`config.mk`:
```
export PLATFORM = sky130hd
export DESIGN_NAME = lmc_ctrl
export DESIGN_NICKNAME = d
export VERILOG_FILES = /design/src/hw/lmc_fifo.v /design/src/hw/lmc_ctrl.v
export VERILOG_INCLUDE_DIRS = /design/src /design/src/hw
export SDC_FILE = /design/constraint.sdc
export NUM_CORES = 1
export LEC_CHECK = 0
export ABC_AREA = 1
export BUFFER_PORTS_ARGS = -buffer_cell sky130_fd_sc_hd__buf_2
export CORE_ASPECT_RATIO = 1.2
export CORE_MARGIN = 2
export CORE_UTILIZATION = 54
export DETAILED_ROUTE_END_ITERATION = 12
export GPL_TIMING_DRIVEN = 0
export PLACE_DENSITY = 0.74
export SETUP_SLACK_MARGIN = 0.4
export SLEW_MARGIN = 20
export SYNTH_ARGS = -nofsm -noshare
export SYNTH_HDL_FRONTEND = slang
export SYNTH_SLANG_ARGS = --single-unit
```
`constraint.sdc`:
```
create_clock -name clk_in -period 3.5 [get_ports clk_in]
set_input_delay 0.7 -clock clk_in [delete_from_list [all_inputs] [get_ports clk_in]]
set_output_delay 0.7 -clock clk_in [all_outputs]
set_load 0.02 [all_outputs]
```
`src/hw/lmc_defines.vh`:
```
/*
 * Constants for the limiter, mix and mode control block: register offsets,
 * field positions, reset values and timing counts.
 * Assumes inclusion by bare name from the design files.
 */
`ifndef LMC_DEFINES_VH
`define LMC_DEFINES_VH

// Register offsets (word addresses on the plain register port)
`define LMC_REG_LIMIT    4'h0
`define LMC_REG_MIX      4'h1
`define LMC_REG_BRIDGE   4'h2
`define LMC_REG_MODE     4'h3
`define LMC_REG_STATUS   4'h4

// Field positions in the limit register
`define LMC_ATK_LSB      0
`define LMC_REL_LSB      4
// Bridge register fields
`define LMC_HB_BIT       0
`define LMC_PCOMP_LSB    8
`define LMC_NCOMP_LSB    16
// Mode register fields
`define LMC_ALP_BIT      0
`define LMC_SPD_BIT      1
`define LMC_PWM_BIT      2

// Reset values
`define LMC_ATK_RST      3'h1
`define LMC_REL_RST      4'hA
`define LMC_MIX_RST      4'h9
`define LMC_PCOMP_RST    5'h10
`define LMC_NCOMP_RST    5'h00

// Timing: attack base 1 period, x4 per code; release base 16, x2 per code
`define LMC_ATK_BASE     20'h00001
`define LMC_REL_BASE     20'h00010
`define LMC_CNT_W        20

// Gain attenuation in 0.5 dB steps, saturating
`define LMC_GAIN_W       8
`define LMC_GAIN_MAX     8'hFF

// Mix source codes
`define LMC_SRC_MUTE     2'h0
`define LMC_SRC_RIGHT    2'h1
`define LMC_SRC_LEFT     2'h2
`define LMC_SRC_AVG      2'h3

// Sample width and FIFO depth
`define LMC_SMP_W        24
`define LMC_FIFO_DEPTH   8

`endif

```
`src/hw/lmc_fifo.v`:
```
/*
 * Synchronous FIFO with valid and ready on both sides.
 * Assumes one clock and a synchronous active-low reset.
 */
`timescale 1ns/1ps
module lmc_fifo #(
   parameter WIDTH = 48,
   parameter DEPTH = 8,
   parameter AW    = 3
) (
   // Clock and reset
   input  wire             clk_in,
   input  wire             rst_b_in,
   // Fill side
   input  wire             in_valid_in,
   output wire             in_ready_out,
   input  wire [WIDTH-1:0] in_data_in,
   // Drain side
   output wire             out_valid_out,
   input  wire             out_ready_in,
   output wire [WIDTH-1:0] out_data_out
);
   reg  [WIDTH-1:0] mem [0:DEPTH-1];
   reg  [AW-1:0]    wr_ptr;
   reg  [AW-1:0]    rd_ptr;
   reg  [AW:0]      count;
   wire             do_wr;
   wire             do_rd;

   assign in_ready_out  = (count != DEPTH[AW:0]);
   assign out_valid_out = (count != {(AW+1){1'b0}});
   assign out_data_out  = mem[rd_ptr];
   assign do_wr = in_valid_in & in_ready_out;
   assign do_rd = out_valid_out & out_ready_in;

   always @(posedge clk_in) begin
      if (do_wr) begin
         mem[wr_ptr] <= in_data_in;
      end
   end

   always @(posedge clk_in) begin
      if (!rst_b_in) begin
         wr_ptr <= {AW{1'b0}};
         rd_ptr <= {AW{1'b0}};
         count  <= {(AW+1){1'b0}};
      end else begin
         if (do_wr) begin
            wr_ptr <= wr_ptr + 1'b1;
         end
         if (do_rd) begin
            rd_ptr <= rd_ptr + 1'b1;
         end
         if (do_wr && !do_rd) begin
            count <= count + 1'b1;
         end else if (do_rd && !do_wr) begin
            count <= count - 1'b1;
         end
      end
   end
endmodule // lmc_fifo

```
`src/hw/lmc_ctrl.v`:
```
/*
 * Limiter timing, channel mix, bridge enable, compensation and speed/PWM
 * mode control of a stereo digital amplifier.
 * Assumes: word clock arrives asynchronously on a pin; samples arrive
 * with a valid/ready handshake on clk_in; register port is synchronous.
 */
//
// Contract
// - During a clip the limiter gain drops by 0.5 dB per attack interval.
// - Attack code n gives 4 to the power n word clock periods per step.
// - Attack code resets to the value giving four periods per step.
// - Release code n gives 16 times 2 to the power n periods per step.
// - Release code resets to 1010, that is 16384 periods per step.
// - Release restores gain after the clip ends; attack reduces it.
// - Upper two mix bits pick the left output: mute, R, L or average.
// - Lower two mix bits pick the right output with the same coding.
// - Mix selector resets to 1001, left to left and right to right.
// - The bridge enable bit gates the bridge drive and resets to off.
// - Two 5-bit compensation values reset to N 00000 and P 10000.
// - Auto low power bit makes digital silence available when set.
// - Speed bit picks low or high speed; method bit picks the PWM kind.
// - Regular PWM runs 500 kHz at speed 0 and 1 MHz at speed 1.
`timescale 1ns/1ps
`include "lmc_defines.vh"
module lmc_ctrl (
   // Clock and reset
   input  wire                      clk_in,
   input  wire                      rst_b_in,
   // Register port
   input  wire [3:0]                reg_addr_in,
   input  wire [31:0]               reg_wdata_in,
   input  wire                      reg_wr_in,
   input  wire                      reg_rd_in,
   output reg  [31:0]               reg_rdata_out,
   // Word clock pin and clip indication
   input  wire                      word_clk_in,
   input  wire                      clip_in,
   // Sample stream in
   input  wire                      smp_valid_in,
   output wire                      smp_ready_out,
   input  wire [`LMC_SMP_W-1:0]     smp_left_in,
   input  wire [`LMC_SMP_W-1:0]     smp_right_in,
   // Mixed stream out
   output wire                      mix_valid_out,
   input  wire                      mix_ready_in,
   output reg  [`LMC_SMP_W-1:0]     mix_left_out,
   output reg  [`LMC_SMP_W-1:0]     mix_right_out,
   // Control outputs
   output reg  [`LMC_GAIN_W-1:0]    gain_atten_out,
   output reg                       bridge_on_out,
   output reg  [4:0]                pcomp_out,
   output reg  [4:0]                ncomp_out,
   output reg                       silence_en_out,
   output reg                       high_speed_out,
   output reg                       alt_pwm_out,
   output reg                       pwm_1mhz_out
);
   reg  [2:0]                atk_code;
   reg  [3:0]                rel_code;
   reg  [3:0]                mix_sel;
   reg                       hb_en;
   reg  [4:0]                pcomp;
   reg  [4:0]                ncomp;
   reg                       alp_en;
   reg                       spd;
   reg                       pwm_alt;
   reg  [2:0]                wck_sync;
   reg  [1:0]                clip_sync;
   reg  [`LMC_CNT_W-1:0]     per_cnt;
   reg                       clip_prev;
   wire                      wck_tick;
   wire                      clip_now;
   wire [`LMC_CNT_W-1:0]     step_len;
   wire                      fifo_in_valid;
   wire                      fifo_in_ready;
   wire [2*`LMC_SMP_W-1:0]   fifo_in_data;
   wire [2*`LMC_SMP_W-1:0]   fifo_out_data;
   wire                      out_take;
   reg  [`LMC_SMP_W-1:0]     next_left;
   reg  [`LMC_SMP_W-1:0]     next_right;
   wire                      fifo_out_valid;
   wire                      fifo_out_ready;
   reg                       out_full;

   // Picks one output source from a 2-bit code
   function [`LMC_SMP_W-1:0] pick_src;
      input [1:0]             code;
      input [`LMC_SMP_W-1:0]  l;
      input [`LMC_SMP_W-1:0]  r;
      reg   [`LMC_SMP_W:0]    sum;
      begin
         sum = {l[`LMC_SMP_W-1], l} + {r[`LMC_SMP_W-1], r};
         case (code)
            `LMC_SRC_MUTE:  pick_src = {`LMC_SMP_W{1'b0}};
            `LMC_SRC_RIGHT: pick_src = r;
            `LMC_SRC_LEFT:  pick_src = l;
            default:        pick_src = sum[`LMC_SMP_W:1];
         endcase
      end
   endfunction

   // Longest step is 2^19 periods, so 20 counter bits never overflow
   // Attack length x4 per code
   assign step_len = clip_now ?
      (`LMC_ATK_BASE << {atk_code, 1'b0}) :
      (`LMC_REL_BASE << rel_code);

   // Word clock pin: two flops before use, a third to find the edge.
   // No reset here, so the history is real after release and a pin
   // that happens to be high gives no false edge.
   always @(posedge clk_in) begin
      wck_sync <= {wck_sync[1:0], word_clk_in};
   end

   // Clip level: two flops; it idles low, so clearing it is safe
   always @(posedge clk_in) begin
      if (!rst_b_in) begin
         clip_sync <= 2'h0;
      end else begin
         clip_sync <= {clip_sync[0], clip_in};
      end
   end
   assign wck_tick = wck_sync[1] & ~wck_sync[2];
   assign clip_now = clip_sync[1];

   // Register writes
   always @(posedge clk_in) begin
      if (!rst_b_in) begin
         atk_code <= `LMC_ATK_RST;
         rel_code <= `LMC_REL_RST;
         mix_sel  <= `LMC_MIX_RST;
         hb_en    <= 1'b0;
         pcomp    <= `LMC_PCOMP_RST;
         ncomp    <= `LMC_NCOMP_RST;
         alp_en   <= 1'b0;
         spd      <= 1'b0;
         pwm_alt  <= 1'b0;
      end else if (reg_wr_in) begin
         case (reg_addr_in)
            `LMC_REG_LIMIT: begin
               atk_code <= reg_wdata_in[`LMC_ATK_LSB +: 3];
               rel_code <= reg_wdata_in[`LMC_REL_LSB +: 4];
            end
            `LMC_REG_MIX: begin
               mix_sel <= reg_wdata_in[3:0];
            end
            `LMC_REG_BRIDGE: begin
               hb_en <= reg_wdata_in[`LMC_HB_BIT];
               pcomp <= reg_wdata_in[`LMC_PCOMP_LSB +: 5];
               ncomp <= reg_wdata_in[`LMC_NCOMP_LSB +: 5];
            end
            `LMC_REG_MODE: begin
               alp_en  <= reg_wdata_in[`LMC_ALP_BIT];
               spd     <= reg_wdata_in[`LMC_SPD_BIT];
               pwm_alt <= reg_wdata_in[`LMC_PWM_BIT];
            end
            default: begin
               // Status and unmapped writes are dropped
            end
         endcase
      end
   end

   // Register reads, data in the following cycle; unmapped reads zero
   always @(posedge clk_in) begin
      if (!rst_b_in) begin
         reg_rdata_out <= 32'h0;
      end else if (reg_rd_in) begin
         case (reg_addr_in)
            `LMC_REG_LIMIT:
               reg_rdata_out <= {24'h0, rel_code, 1'b0, atk_code};
            `LMC_REG_MIX:
               reg_rdata_out <= {28'h0, mix_sel};
            `LMC_REG_BRIDGE:
               reg_rdata_out <= {11'h0, ncomp, 3'h0, pcomp, 7'h0, hb_en};
            `LMC_REG_MODE:
               reg_rdata_out <= {29'h0, pwm_alt, spd, alp_en};
            `LMC_REG_STATUS:
               reg_rdata_out <= {23'h0, clip_now, gain_atten_out};
            default:
               reg_rdata_out <= 32'h0;
         endcase
      end else begin
         reg_rdata_out <= 32'h0;
      end
   end

   // Gain ramp paced by word clock periods
   // Attenuation saturates at both ends so a long clip cannot wrap
   always @(posedge clk_in) begin
      if (!rst_b_in) begin
         per_cnt        <= {`LMC_CNT_W{1'b0}};
         gain_atten_out <= {`LMC_GAIN_W{1'b0}};
         clip_prev      <= 1'b0;
      end else begin
         clip_prev <= clip_now;
         // Restart the interval when the direction changes
         if (clip_now != clip_prev) begin
            per_cnt <= {`LMC_CNT_W{1'b0}};
         end else if (wck_tick) begin
            if (per_cnt + 1'b1 >= step_len) begin
               per_cnt <= {`LMC_CNT_W{1'b0}};
               if (clip_now) begin
                  if (gain_atten_out != `LMC_GAIN_MAX) begin
                     gain_atten_out <= gain_atten_out + 1'b1;
                  end
               end else if (gain_atten_out != {`LMC_GAIN_W{1'b0}}) begin
                  gain_atten_out <= gain_atten_out - 1'b1;
               end
            end else begin
               per_cnt <= per_cnt + 1'b1;
            end
         end
      end
   end

   // Mode outputs from flops
   // One cycle behind the registers, so each output changes cleanly
   always @(posedge clk_in) begin
      if (!rst_b_in) begin
         bridge_on_out  <= 1'b0;
         pcomp_out      <= `LMC_PCOMP_RST;
         ncomp_out      <= `LMC_NCOMP_RST;
         silence_en_out <= 1'b0;
         high_speed_out <= 1'b0;
         alt_pwm_out    <= 1'b0;
         pwm_1mhz_out   <= 1'b0;
      end else begin
         bridge_on_out  <= hb_en;
         pcomp_out      <= pcomp;
         ncomp_out      <= ncomp;
         silence_en_out <= alp_en;
         high_speed_out <= spd;
         alt_pwm_out    <= pwm_alt;
         pwm_1mhz_out   <= spd & ~pwm_alt;
      end
   end

   // Samples queue in the FIFO, mix applied on the way out
   // The mix code in force when a pair leaves is the one applied
   assign fifo_in_valid = smp_valid_in;
   assign smp_ready_out = fifo_in_ready;
   assign fifo_in_data  = {smp_left_in, smp_right_in};

   lmc_fifo #(
      .WIDTH (2*`LMC_SMP_W),
      .DEPTH (`LMC_FIFO_DEPTH),
      .AW    (3)
   ) u_fifo (
      .clk_in        (clk_in),
      .rst_b_in      (rst_b_in),
      .in_valid_in   (fifo_in_valid),
      .in_ready_out  (fifo_in_ready),
      .in_data_in    (fifo_in_data),
      .out_valid_out (fifo_out_valid),
      .out_ready_in  (fifo_out_ready),
      .out_data_out  (fifo_out_data)
   );

   // One-stage output register; stalls the FIFO when the sink stalls
   assign mix_valid_out  = out_full;
   assign fifo_out_ready = ~out_full | mix_ready_in;
   assign out_take       = fifo_out_valid & fifo_out_ready;

   always @* begin
      next_left  = pick_src(mix_sel[3:2], fifo_out_data[2*`LMC_SMP_W-1 -:
                            `LMC_SMP_W], fifo_out_data[`LMC_SMP_W-1:0]);
      next_right = pick_src(mix_sel[1:0], fifo_out_data[2*`LMC_SMP_W-1 -:
                            `LMC_SMP_W], fifo_out_data[`LMC_SMP_W-1:0]);
   end

   // Data flops load only on a take, so a stalled pair holds still
   always @(posedge clk_in) begin
      if (!rst_b_in) begin
         out_full      <= 1'b0;
         mix_left_out  <= {`LMC_SMP_W{1'b0}};
         mix_right_out <= {`LMC_SMP_W{1'b0}};
      end else if (out_take) begin
         out_full      <= 1'b1;
         mix_left_out  <= next_left;
         mix_right_out <= next_right;
      end else if (mix_ready_in) begin
         out_full <= 1'b0;
      end
   end
endmodule // lmc_ctrl

```
Yosys cells after proc, flatten, opt, wreduce, memory -nomap -nowiden
Memory sizes are Yosys's and may differ from the RTL's. A register that Yosys moved wholly into a read port is not among the register bits.
Cells that the tools add are included.
- $add $sub $neg: 8
- order comparisons: 1
- eq/ne operators: 12
- shift-type cells: 2
- muxes and demuxes: 16
- bitwise logic cells: 10
- reductions and logical operators: 19
- operators with widths (cell ; number):
    one-hot mux 24 bit (3 select lines) ; 2
    one-hot mux 21 bit (5 select lines) ; 1
    2-to-1 mux 20 bit ; 2
    adder 24 x 24 -> 25 bit ; 1
    2-to-1 mux 8 bit ; 3
    adder 20 x 1 -> 20 bit (second input constant) ; 1
    greater-or-equal comparator 20 bit ; 1
    << shifter 1 x 4 -> 20 bit (first input constant) ; 1
    << shifter 5 x 4 -> 20 bit (first input constant) ; 1
    AND reduction 2 bit ; 5
    adder 8 x 1 -> 8 bit (second input constant) ; 1
    == test 4 x 2 -> 1 bit (second input constant) ; 2
    2-to-1 mux 4 bit ; 2
    != test 8 bit (second input constant) ; 1
    nonzero test 8 bit ; 1
    subtractor 8 x 1 -> 8 bit (second input constant) ; 1
    adder 3 x 1 -> 3 bit (second input constant) ; 2
    2-to-1 mux 3 bit ; 2
    nonzero test 2 bit ; 3
    inverter 1 bit ; 5
    AND reduction 5 bit ; 1
    adder 4 x 1 -> 4 bit (second input constant) ; 1
    AND 1 bit ; 4
    == test 2 x 1 -> 1 bit (second input constant) ; 2
    other kinds (15) ; 22
- register bits after elaboration: 165
- memory bits (writable): 384
- logic and storage cells: 97
- memories: 1
- memory list (name ; depth ; bits a word ; rd ports ; clocked after memory_dff ; wr ports ; line ; text):
    u_fifo.mem ; 8 ; 48 ; 1 ; 1 ; 1 ; lmc_fifo.v:23 ; reg [WIDTH-1:0] mem [0:DEPTH-1];

Depth between registers and ports, before layout
Gate-level depths: netlist of run 1.
- word-level depth: 6
- gate-level depth with buffers: 24
- mapped depth without buffers: 23

By module
From an unflattened synthesis of run 1, not the netlist that was laid out.
- cell total of the unflattened synthesis: 2677
- area total of the unflattened synthesis: 24653.6 um^2
- modules (own cells, without submodules) (module ; instances ; cells an instance ; area each (um^2)):
    lmc_fifo ; 1 ; 1372 ; 15910.3
    lmc_ctrl ; 1 ; 1305 ; 8743.4

Worst setup path before layout of run 1
OpenSTA, ideal clock, no wires.
- kind: reg2reg
- start: reg u_fifo.count[0]
- end: mem u_fifo.mem[0][0] (enable)
- arrival: 3072 ps
- data required time: 3046 ps
- slack: -26 ps
- stages on the path, launching flop included: 7
- cell sequence: dfxtp_1 -> nor2_1 -> nand3_1 -> nand2_1 -> inv_1 -> nand2_1 -> nor2_1
- cells in the longest elaborated chain, start to end: 4
- ends and longest elaborated chain (element ; line ; text):
    start, declared ; lmc_fifo.v:26 ; reg [AW:0] count;
    start signal, assigned ; lmc_fifo.v:46 ; count <= {(AW+1){1'b0}};
    start signal, assigned ; lmc_fifo.v:55 ; count <= count + 1'b1;
    start signal, assigned ; lmc_fifo.v:57 ; count <= count - 1'b1;
    != test 4 bit ; lmc_fifo.v:30 ; assign in_ready_out = (count != DEPTH[AW:0]);
    net smp_ready_out ; lmc_ctrl.v:40 ; output wire smp_ready_out,
    AND 1 bit ; lmc_fifo.v:33 ; assign do_wr = in_valid_in & in_ready_out;
    net u_fifo.do_wr ; lmc_fifo.v:27 ; wire do_wr;
    2-to-1 mux 1 bit ; lmc_fifo.v:37 ; if (do_wr) begin
    2-to-1 mux 1 bit (implied by the code) ; lmc_fifo.v:38 ; mem[wr_ptr] <= in_data_in;
    end, declared ; lmc_fifo.v:23 ;
The timed path passes the listed nets, and every way through them passes these cells.

==> impl_metrics.json, run 1 <==
{
  "start_util_pct": 54.60,
  "vias_per_cell": 6.024,
  "status": "completed",
  "p_per_area_mw_per_mm2": 967.8,
  "drt-total-wl_um": 77940,
  "max_stage_delay_ns": 0.40,
  "antenna_found_initial": 6,
  "clkTransAtPathRegs_ns": 0.06,
  "grt_pass1_wl_um": 113700,
  "grt_pass1_vias": 19560,
  "synthArstFlopShare_pct": 0,
  "clk_latency_ns": 0.63,
  "ys_seq_elements": 538,
  "rrSetupSlack_ns": 0.19,
  "crit_arrival_ns": 3.77,
  "finalCritPeriodShare_pct": 94.57,
  "hold_class": "input pin to flip-flop",
  "worst-path-max-fanout": 10,
  "synth_top_area_share_pct": 48.30,
  "area_delta_synth_final_pct": 29.21,
  "place_congestion": 0.9497,
  "die_x_um": 195.9,
  "num_vias": 20010,
  "core_mm2": 0.04372,
  "fin_nets": 2869,
  "cpMaxStageDelayCell": "dfxtp_4",
  "drt_iter0_markers": 1916,
  "slew_violations": 0,
  "yosysTopAreaCell": "edfxtp_1",
  "finalHoldViolCount": 0,
  "required_ns": 3.96,
  "num_rows": 84,
  "die_h_um": 234.3,
  "synth-edff-count": 384,
  "r2r-end": "mix_left_out[11]",
  "start_kind": "flip-flop",
  "grt_max_degree": 22,
  "slew_headroom_pct": 30.40,
  "period_needed_ns": 3.310,
  "synth-main-ff-cell": "edfxtp_1",
  "maxCapViolations": 0,
  "whs_ns": 0.2021,
  "final_core_util_pct": 70.55,
  "dp_hpwl_um": 51540,
  "final_cells": 3321,
  "max_freq_mhz": 302.1,
  "yosys-top-cells-area": "edfxtp_1, dfxtp_1, o21ai_0",
  "ys_types": 56,
  "crit_end": "mix_left_out[11]",
  "drive_above_1_share_pct": 28.89,
  "cts_buffer_depth": 3,
  "yosys_warnings": 0,
  "fp.dieArea_mm2": 0.04591,
  "clock-root-buffer": "clkbuf_16",
  "wire_per_inst_um": 23.47,
  "final_cell_mix": "edfxtp_1, nor2_1, nand2_1",
  "path_common_cell": "buf_12",
  "syn_avg_cell_area_um2": 10.12,
  "n_fill_cell": 3061,
  "finalWorstSetupSlack_ns": 0.1901,
  "cts_made_buffers": 52,
  "peakVddDrop_mv": 0.5191,
  "rsz0062_at_grt": "yes",
  "skew_ns": 0.03172,
  "end_kind": "flip-flop",
  "r2r_cells": 20,
  "grt_overflow": 0,
  "synth_cells": 2359,
  "tightest_slew_ns": 1.040,
  "layout_commonest_cell": "edfxtp_1",
  "cp_cell_sequence": "inv_4, buf_12, buf_12, buf_12, buf_12, o21ai_2, o22ai_2, o21ai_2, inv_2, ha_4, nand2_2, inv_2, a21boi_4, nor2_4, nor2_4, o21ai_4, buf_4, xor2_4, o21ai_1, a21oi_1",
  "portBuffers": 167,
  "path_class": "flip-flop to flip-flop",
  "drc": 0,
  "grt_usage_pct": 33.12,
  "cellLeakagePower_nw": 11.91,
  "cts_htree_levels": 2,
  "seq_area_frac_synth_pct": 61.22,
  "power_w": 0.02985,
  "clock-sinks": 538,
  "cts_tree": "yes",
  "syn-cell-area_mm2": 0.02387,
  "dp.cells": 3114,
  "first_pass_iters": 6,
  "pre_cts_ws_ns": -0.7954,
  "ant_nets": 0,
  "setup_viol": 0,
  "io_pins": 197
}
==> layout make-up <==
type	count	area (um^2)	share of cell area, %
Clock inverter	27	392.9	1.274
Timing Repair Buffer	294	2200	7.131
Inverter	213	813.3	2.637
Clock buffer	65	1391	4.511
Multi-Input combinational cell	1496	9671	31.35
Sequential cell	538	14630	47.43
Buffer	126	1040	3.371
Tap cell	559	699.4	2.267
Antenna cell	3	7.507	0.02434
==> how the worst min path moves through the flow <==
stage / cells past startpoint / start / end
after floorplan: 0 / wck_sync[0] / wck_sync[1]
after global placement: 0 / wck_sync[0] / wck_sync[1]
after detailed placement: 0 / wck_sync[0] / wck_sync[1]
after CTS: 1 / word_clk_in / wck_sync[0]
after global routing: 1 / word_clk_in / wck_sync[0]
final: 1 / word_clk_in / wck_sync[0]
==> cell usage after synthesis, types with 23 or more instances <==
master,n
buf_2,23
buf_4,28
nand3_1,50
inv_1,203
o21ai_0,257
xor2_1,32
o22ai_1,76
edfxtp_1,384
dfxtp_1,154
o21ai_1,41
a21oi_1,131
clkbuf_1,53
nand2_1,314
nor3_1,35
nor2_1,335
ha_1,53
==> timing repair <==
item | CTS | global route
buffers inserted | 67 | 38
hold buffers | 0 | 0
endpoints found under the setup margin | 77 | 70
gates resized for setup | 362 | 208
gates cloned | 7 | 0
pin swaps | 85 | 98
hold endpoints to repair | 0 | 0
==> layer usage <==
layer	part of all wire (%)	GRT usage (%)	vias to the layer above
li1	-	-	8946
met1	36	39.23	9630
met2	49	57.20	1172
met3	9.3	7.062	253
met4	5.1	17.12	6
met5	0.054	0	-
==> cells by family after synthesis <==
group	synth area share (%)
compound gates	14.69
xor+xnor	1.499
fa+ha+maj	3.029
buf+inv	6.431
flops	61.22
mux	0.04193
other cells	0.01571
simple gates	13.08
==> critical path: cells and delay by family, from the launching register on <==
kind / cells / cell delay [ns]
compound gates: 7 / 1.00
buf+inv: 8 / 0.93
flops: 1 / 0.40
simple gates: 3 / 0.38
fa+ha+maj: 1 / 0.28
xor+xnor: 1 / 0.16
==> metrics by stage <==
step	TNS, ns	cell area (um^2)
final	0	30850
after global routing	0	30840
after CTS	0	29730
after detailed placement	-19.40	25880
after global placement	-531.34	25470
after floorplan	-4.926	23930
==> registers in the layout, summed over array words and instances (netlist names), 5 cells and up, named ones only <==
| signal | count |
|---|---|
| pcomp | 5 |
| reg_rdata_out | 18 |
| u_fifo.mem | 384 |
| mix_left_out | 24 |
| ncomp_out | 5 |
| pcomp_out | 5 |
| mix_right_out | 24 |
| ncomp | 5 |
| per_cnt | 20 |
| gain_atten_out | 8 |
==> where the power goes <==
| part | internal (W) | total [W] | switching, W |
|---|---|---|---|
| sequential | 0.00736 | 0.00765 | 0.000289 |
| combinational | 0.00645 | 0.0163 | 0.00983 |
| clock | 0.00343 | 0.00592 | 0.00249 |
(Power assumes the default switching activity.)
==> inputs of run 2 (changes only) <==
Settings changed: CORE_MARGIN 2 to default.
==> run 2 against run 1 <==
Via count grew 1.4%. First-iteration DRC count grew 21%. Worst setup slack lost 0.036 ns. Die area shrank 1.9%. Critical path type unchanged. Critical path depth shrank 2. Sequential share of layout area shrank 0.32 points. Routed wire length grew 1.6%.
==> impl_metrics.json, run 2 (same netlist as run 1, synthesis figures left out) <==
{
  "slew_headroom_pct": 31.47,
  "clock-sinks": 538,
  "crit_arrival_ns": 3.88,
  "portBuffers": 167,
  "finalCritPeriodShare_pct": 95.58,
  "timing.setup.tns_ns": 0,
  "cts_buffer_depth": 3,
  "peakVddDrop_mv": 0.5847,
  "p_per_area_mw_per_mm2": 962.6,
  "p_sw_w": 0.01287,
  "path_class": "flip-flop to flip-flop",
  "finalHoldViolCount": 0,
  "drt_iter0_markers": 2314,
  "io_pins": 197,
  "cts_tree": "yes",
  "globalRouteMet3Util_pct": 7.480,
  "power_w": 0.02989,
  "worst-path-max-fanout": 10,
  "fin_nets": 2861,
  "num_rows": 84,
  "area_delta_synth_final_pct": 30.07,
  "met2_usage_pct": 56.57,
  "clk_latency_ns": 0.63,
  "pre_cts_ws_ns": -0.7868,
  "ctsHoldBuffers": 0,
  "clock_power_share_pct": 18.5,
  "top_usage_layer": "met2",
  "layout_commonest_cell": "edfxtp_1",
  "num_vias": 20290,
  "period_needed_ns": 3.345,
  "skew_ns": 0.02149,
  "reg_top3": "u_fifo.mem: 384 flops, mix_left_out: 24 flops, mix_right_out: 24 flops",
  "cts_htree_levels": 2,
  "grt_usage_pct": 33.72,
  "vias_per_cell": 6.114,
  "dp.cells": 3115,
  "grt_pass1_wl_um": 114300,
  "cellLeakagePower_nw": 11.96,
  "maxCapViolations": 0,
  "swShare_pct": 43.05,
  "seq_power_share_pct": 25.6,
  "final_cells": 3318,
  "core_mm2": 0.04372,
  "clock-root-buffer": "clkbuf_16",
  "placed_area_mm2": 0.02592,
  "status": "completed",
  "final_cell_mix": "edfxtp_1, nor2_1, nand2_1",
  "ant_nets": 0,
  "grt_pass1_vias": 19440,
  "drc": 0,
  "end_kind": "flip-flop",
  "grt_max_degree": 22,
  "slew_violations": 0,
  "largest-register": "u_fifo.mem",
  "drive_above_1_share_pct": 30.04,
  "place_congestion": 0.9829,
  "die_x_um": 193.9,
  "cts_made_buffers": 52,
  "dp_hpwl_um": 51150,
  "drt-total-wl_um": 79160,
  "rrSetupSlack_ns": 0.15,
  "grt_util_met1_pct": 40.81,
  "finalWorstSetupSlack_ns": 0.1545,
  "grt_overflow": 0,
  "wire_per_inst_um": 23.86,
  "die_h_um": 232.3,
  "clkTransAtPathRegs_ns": 0.07,
  "fp.dieArea_mm2": 0.04506,
  "required_ns": 4.03,
  "start_util_pct": 54.60,
  "p_int_w": 0.01702,
  "setup_viol": 0,
  "tightest_slew_ns": 1.024,
  "first_pass_iters": 6,
  "antenna_found_initial": 7,
  "largest_register_ffs": 384,
  "rsz0062_at_grt": "yes",
  "start_kind": "flip-flop",
  "stdcell_area_mm2": 0.03105,
  "max_freq_mhz": 298.9,
  "hold_class": "input pin to flip-flop",
  "p_comb_share_pct": 56.0
}
run 2: power groups by stage:
stage          Clock [W]  Combinational (W)  Sequential (W)
2_1_floorplan          0            0.00643         0.00797
3_3_place_gp           0            0.00998         0.00777
3_5_place_dp           0             0.0102         0.00776
4_1_cts          0.00549             0.0131         0.00763
5_1_grt          0.00575             0.0175         0.00768
6_report         0.00552             0.0167         0.00765
run 2: worst paths after layout:
kind | startpoint | to | cells after the start
setup reg to reg | flip-flop | mix_left_out[13] | 18
hold reg to reg | wck_sync[0] | wck_sync[1] | 0
setup / recovery | flip-flop | mix_left_out[13] | 18
hold / removal | word_clk_in | wck_sync[0] | 1
run 2: per-stage QoR:
step / utilization [%] / hold WS, ns
2_1_floorplan: - / 0.3096
4_1_cts: 66.93 / 0.1662
3_3_place_gp: 58.25 / 0.3158
6_report: 71.02 / 0.1873
3_5_place_dp: 59.29 / 0.3227
5_1_grt: 71.01 / 0.1864
run 2: worst max-delay path, cell delays in order, from the launching register on:
cell and delay, ns:
dfxtp_4 0.40, buf_8 0.12, buf_12 0.14, buf_6 0.19
o21ai_0 0.16, o221ai_2 0.24, nand2_2 0.18, fa_2 0.40
inv_2 0.08, nand3_2 0.08, nand2_2 0.13, a21boi_4 0.07
nor2_4 0.19, nand3_2 0.12, nand3_4 0.12, buf_12 0.12
xor2_4 0.18, nand2_1 0.12, a41oi_2 0.20
run 2: what timing repair did:
item / 4_1_cts / 5_1_grt
buffers inserted: 51 / 42
gates resized for setup: 300 / 378
endpoints found under the setup margin: 77 / 68
pin swaps: 48 / 127
cloned: 5 / 5
run 2: routing by layer:
| layer | up-vias | wire length, um | share of wire (%) |
|---|---|---|---|
| met3 | 294 | 7479 | 9.4 |
| met2 | 1273 | 38210 | 48 |
| li1 | 8961 | - | - |
| met5 | - | 43 | 0.054 |
| met4 | 6 | 4568 | 5.8 |
| met1 | 9752 | 28860 | 36 |
run 2: final cells by class:
| type | instances | area, um^2 |
|---|---|---|
| Inverter | 213 | 814.5 |
| Fill cell | 2934 | 12670 |
| Buffer | 126 | 1125 |
| Timing Repair Buffer | 287 | 2281 |
| Tap cell | 559 | 699.4 |
| Antenna cell | 3 | 7.507 |
| Clock inverter | 32 | 231.5 |
| Sequential cell | 538 | 14630 |
| Multi-Input combinational cell | 1495 | 9852 |
| Clock buffer | 65 | 1411 |
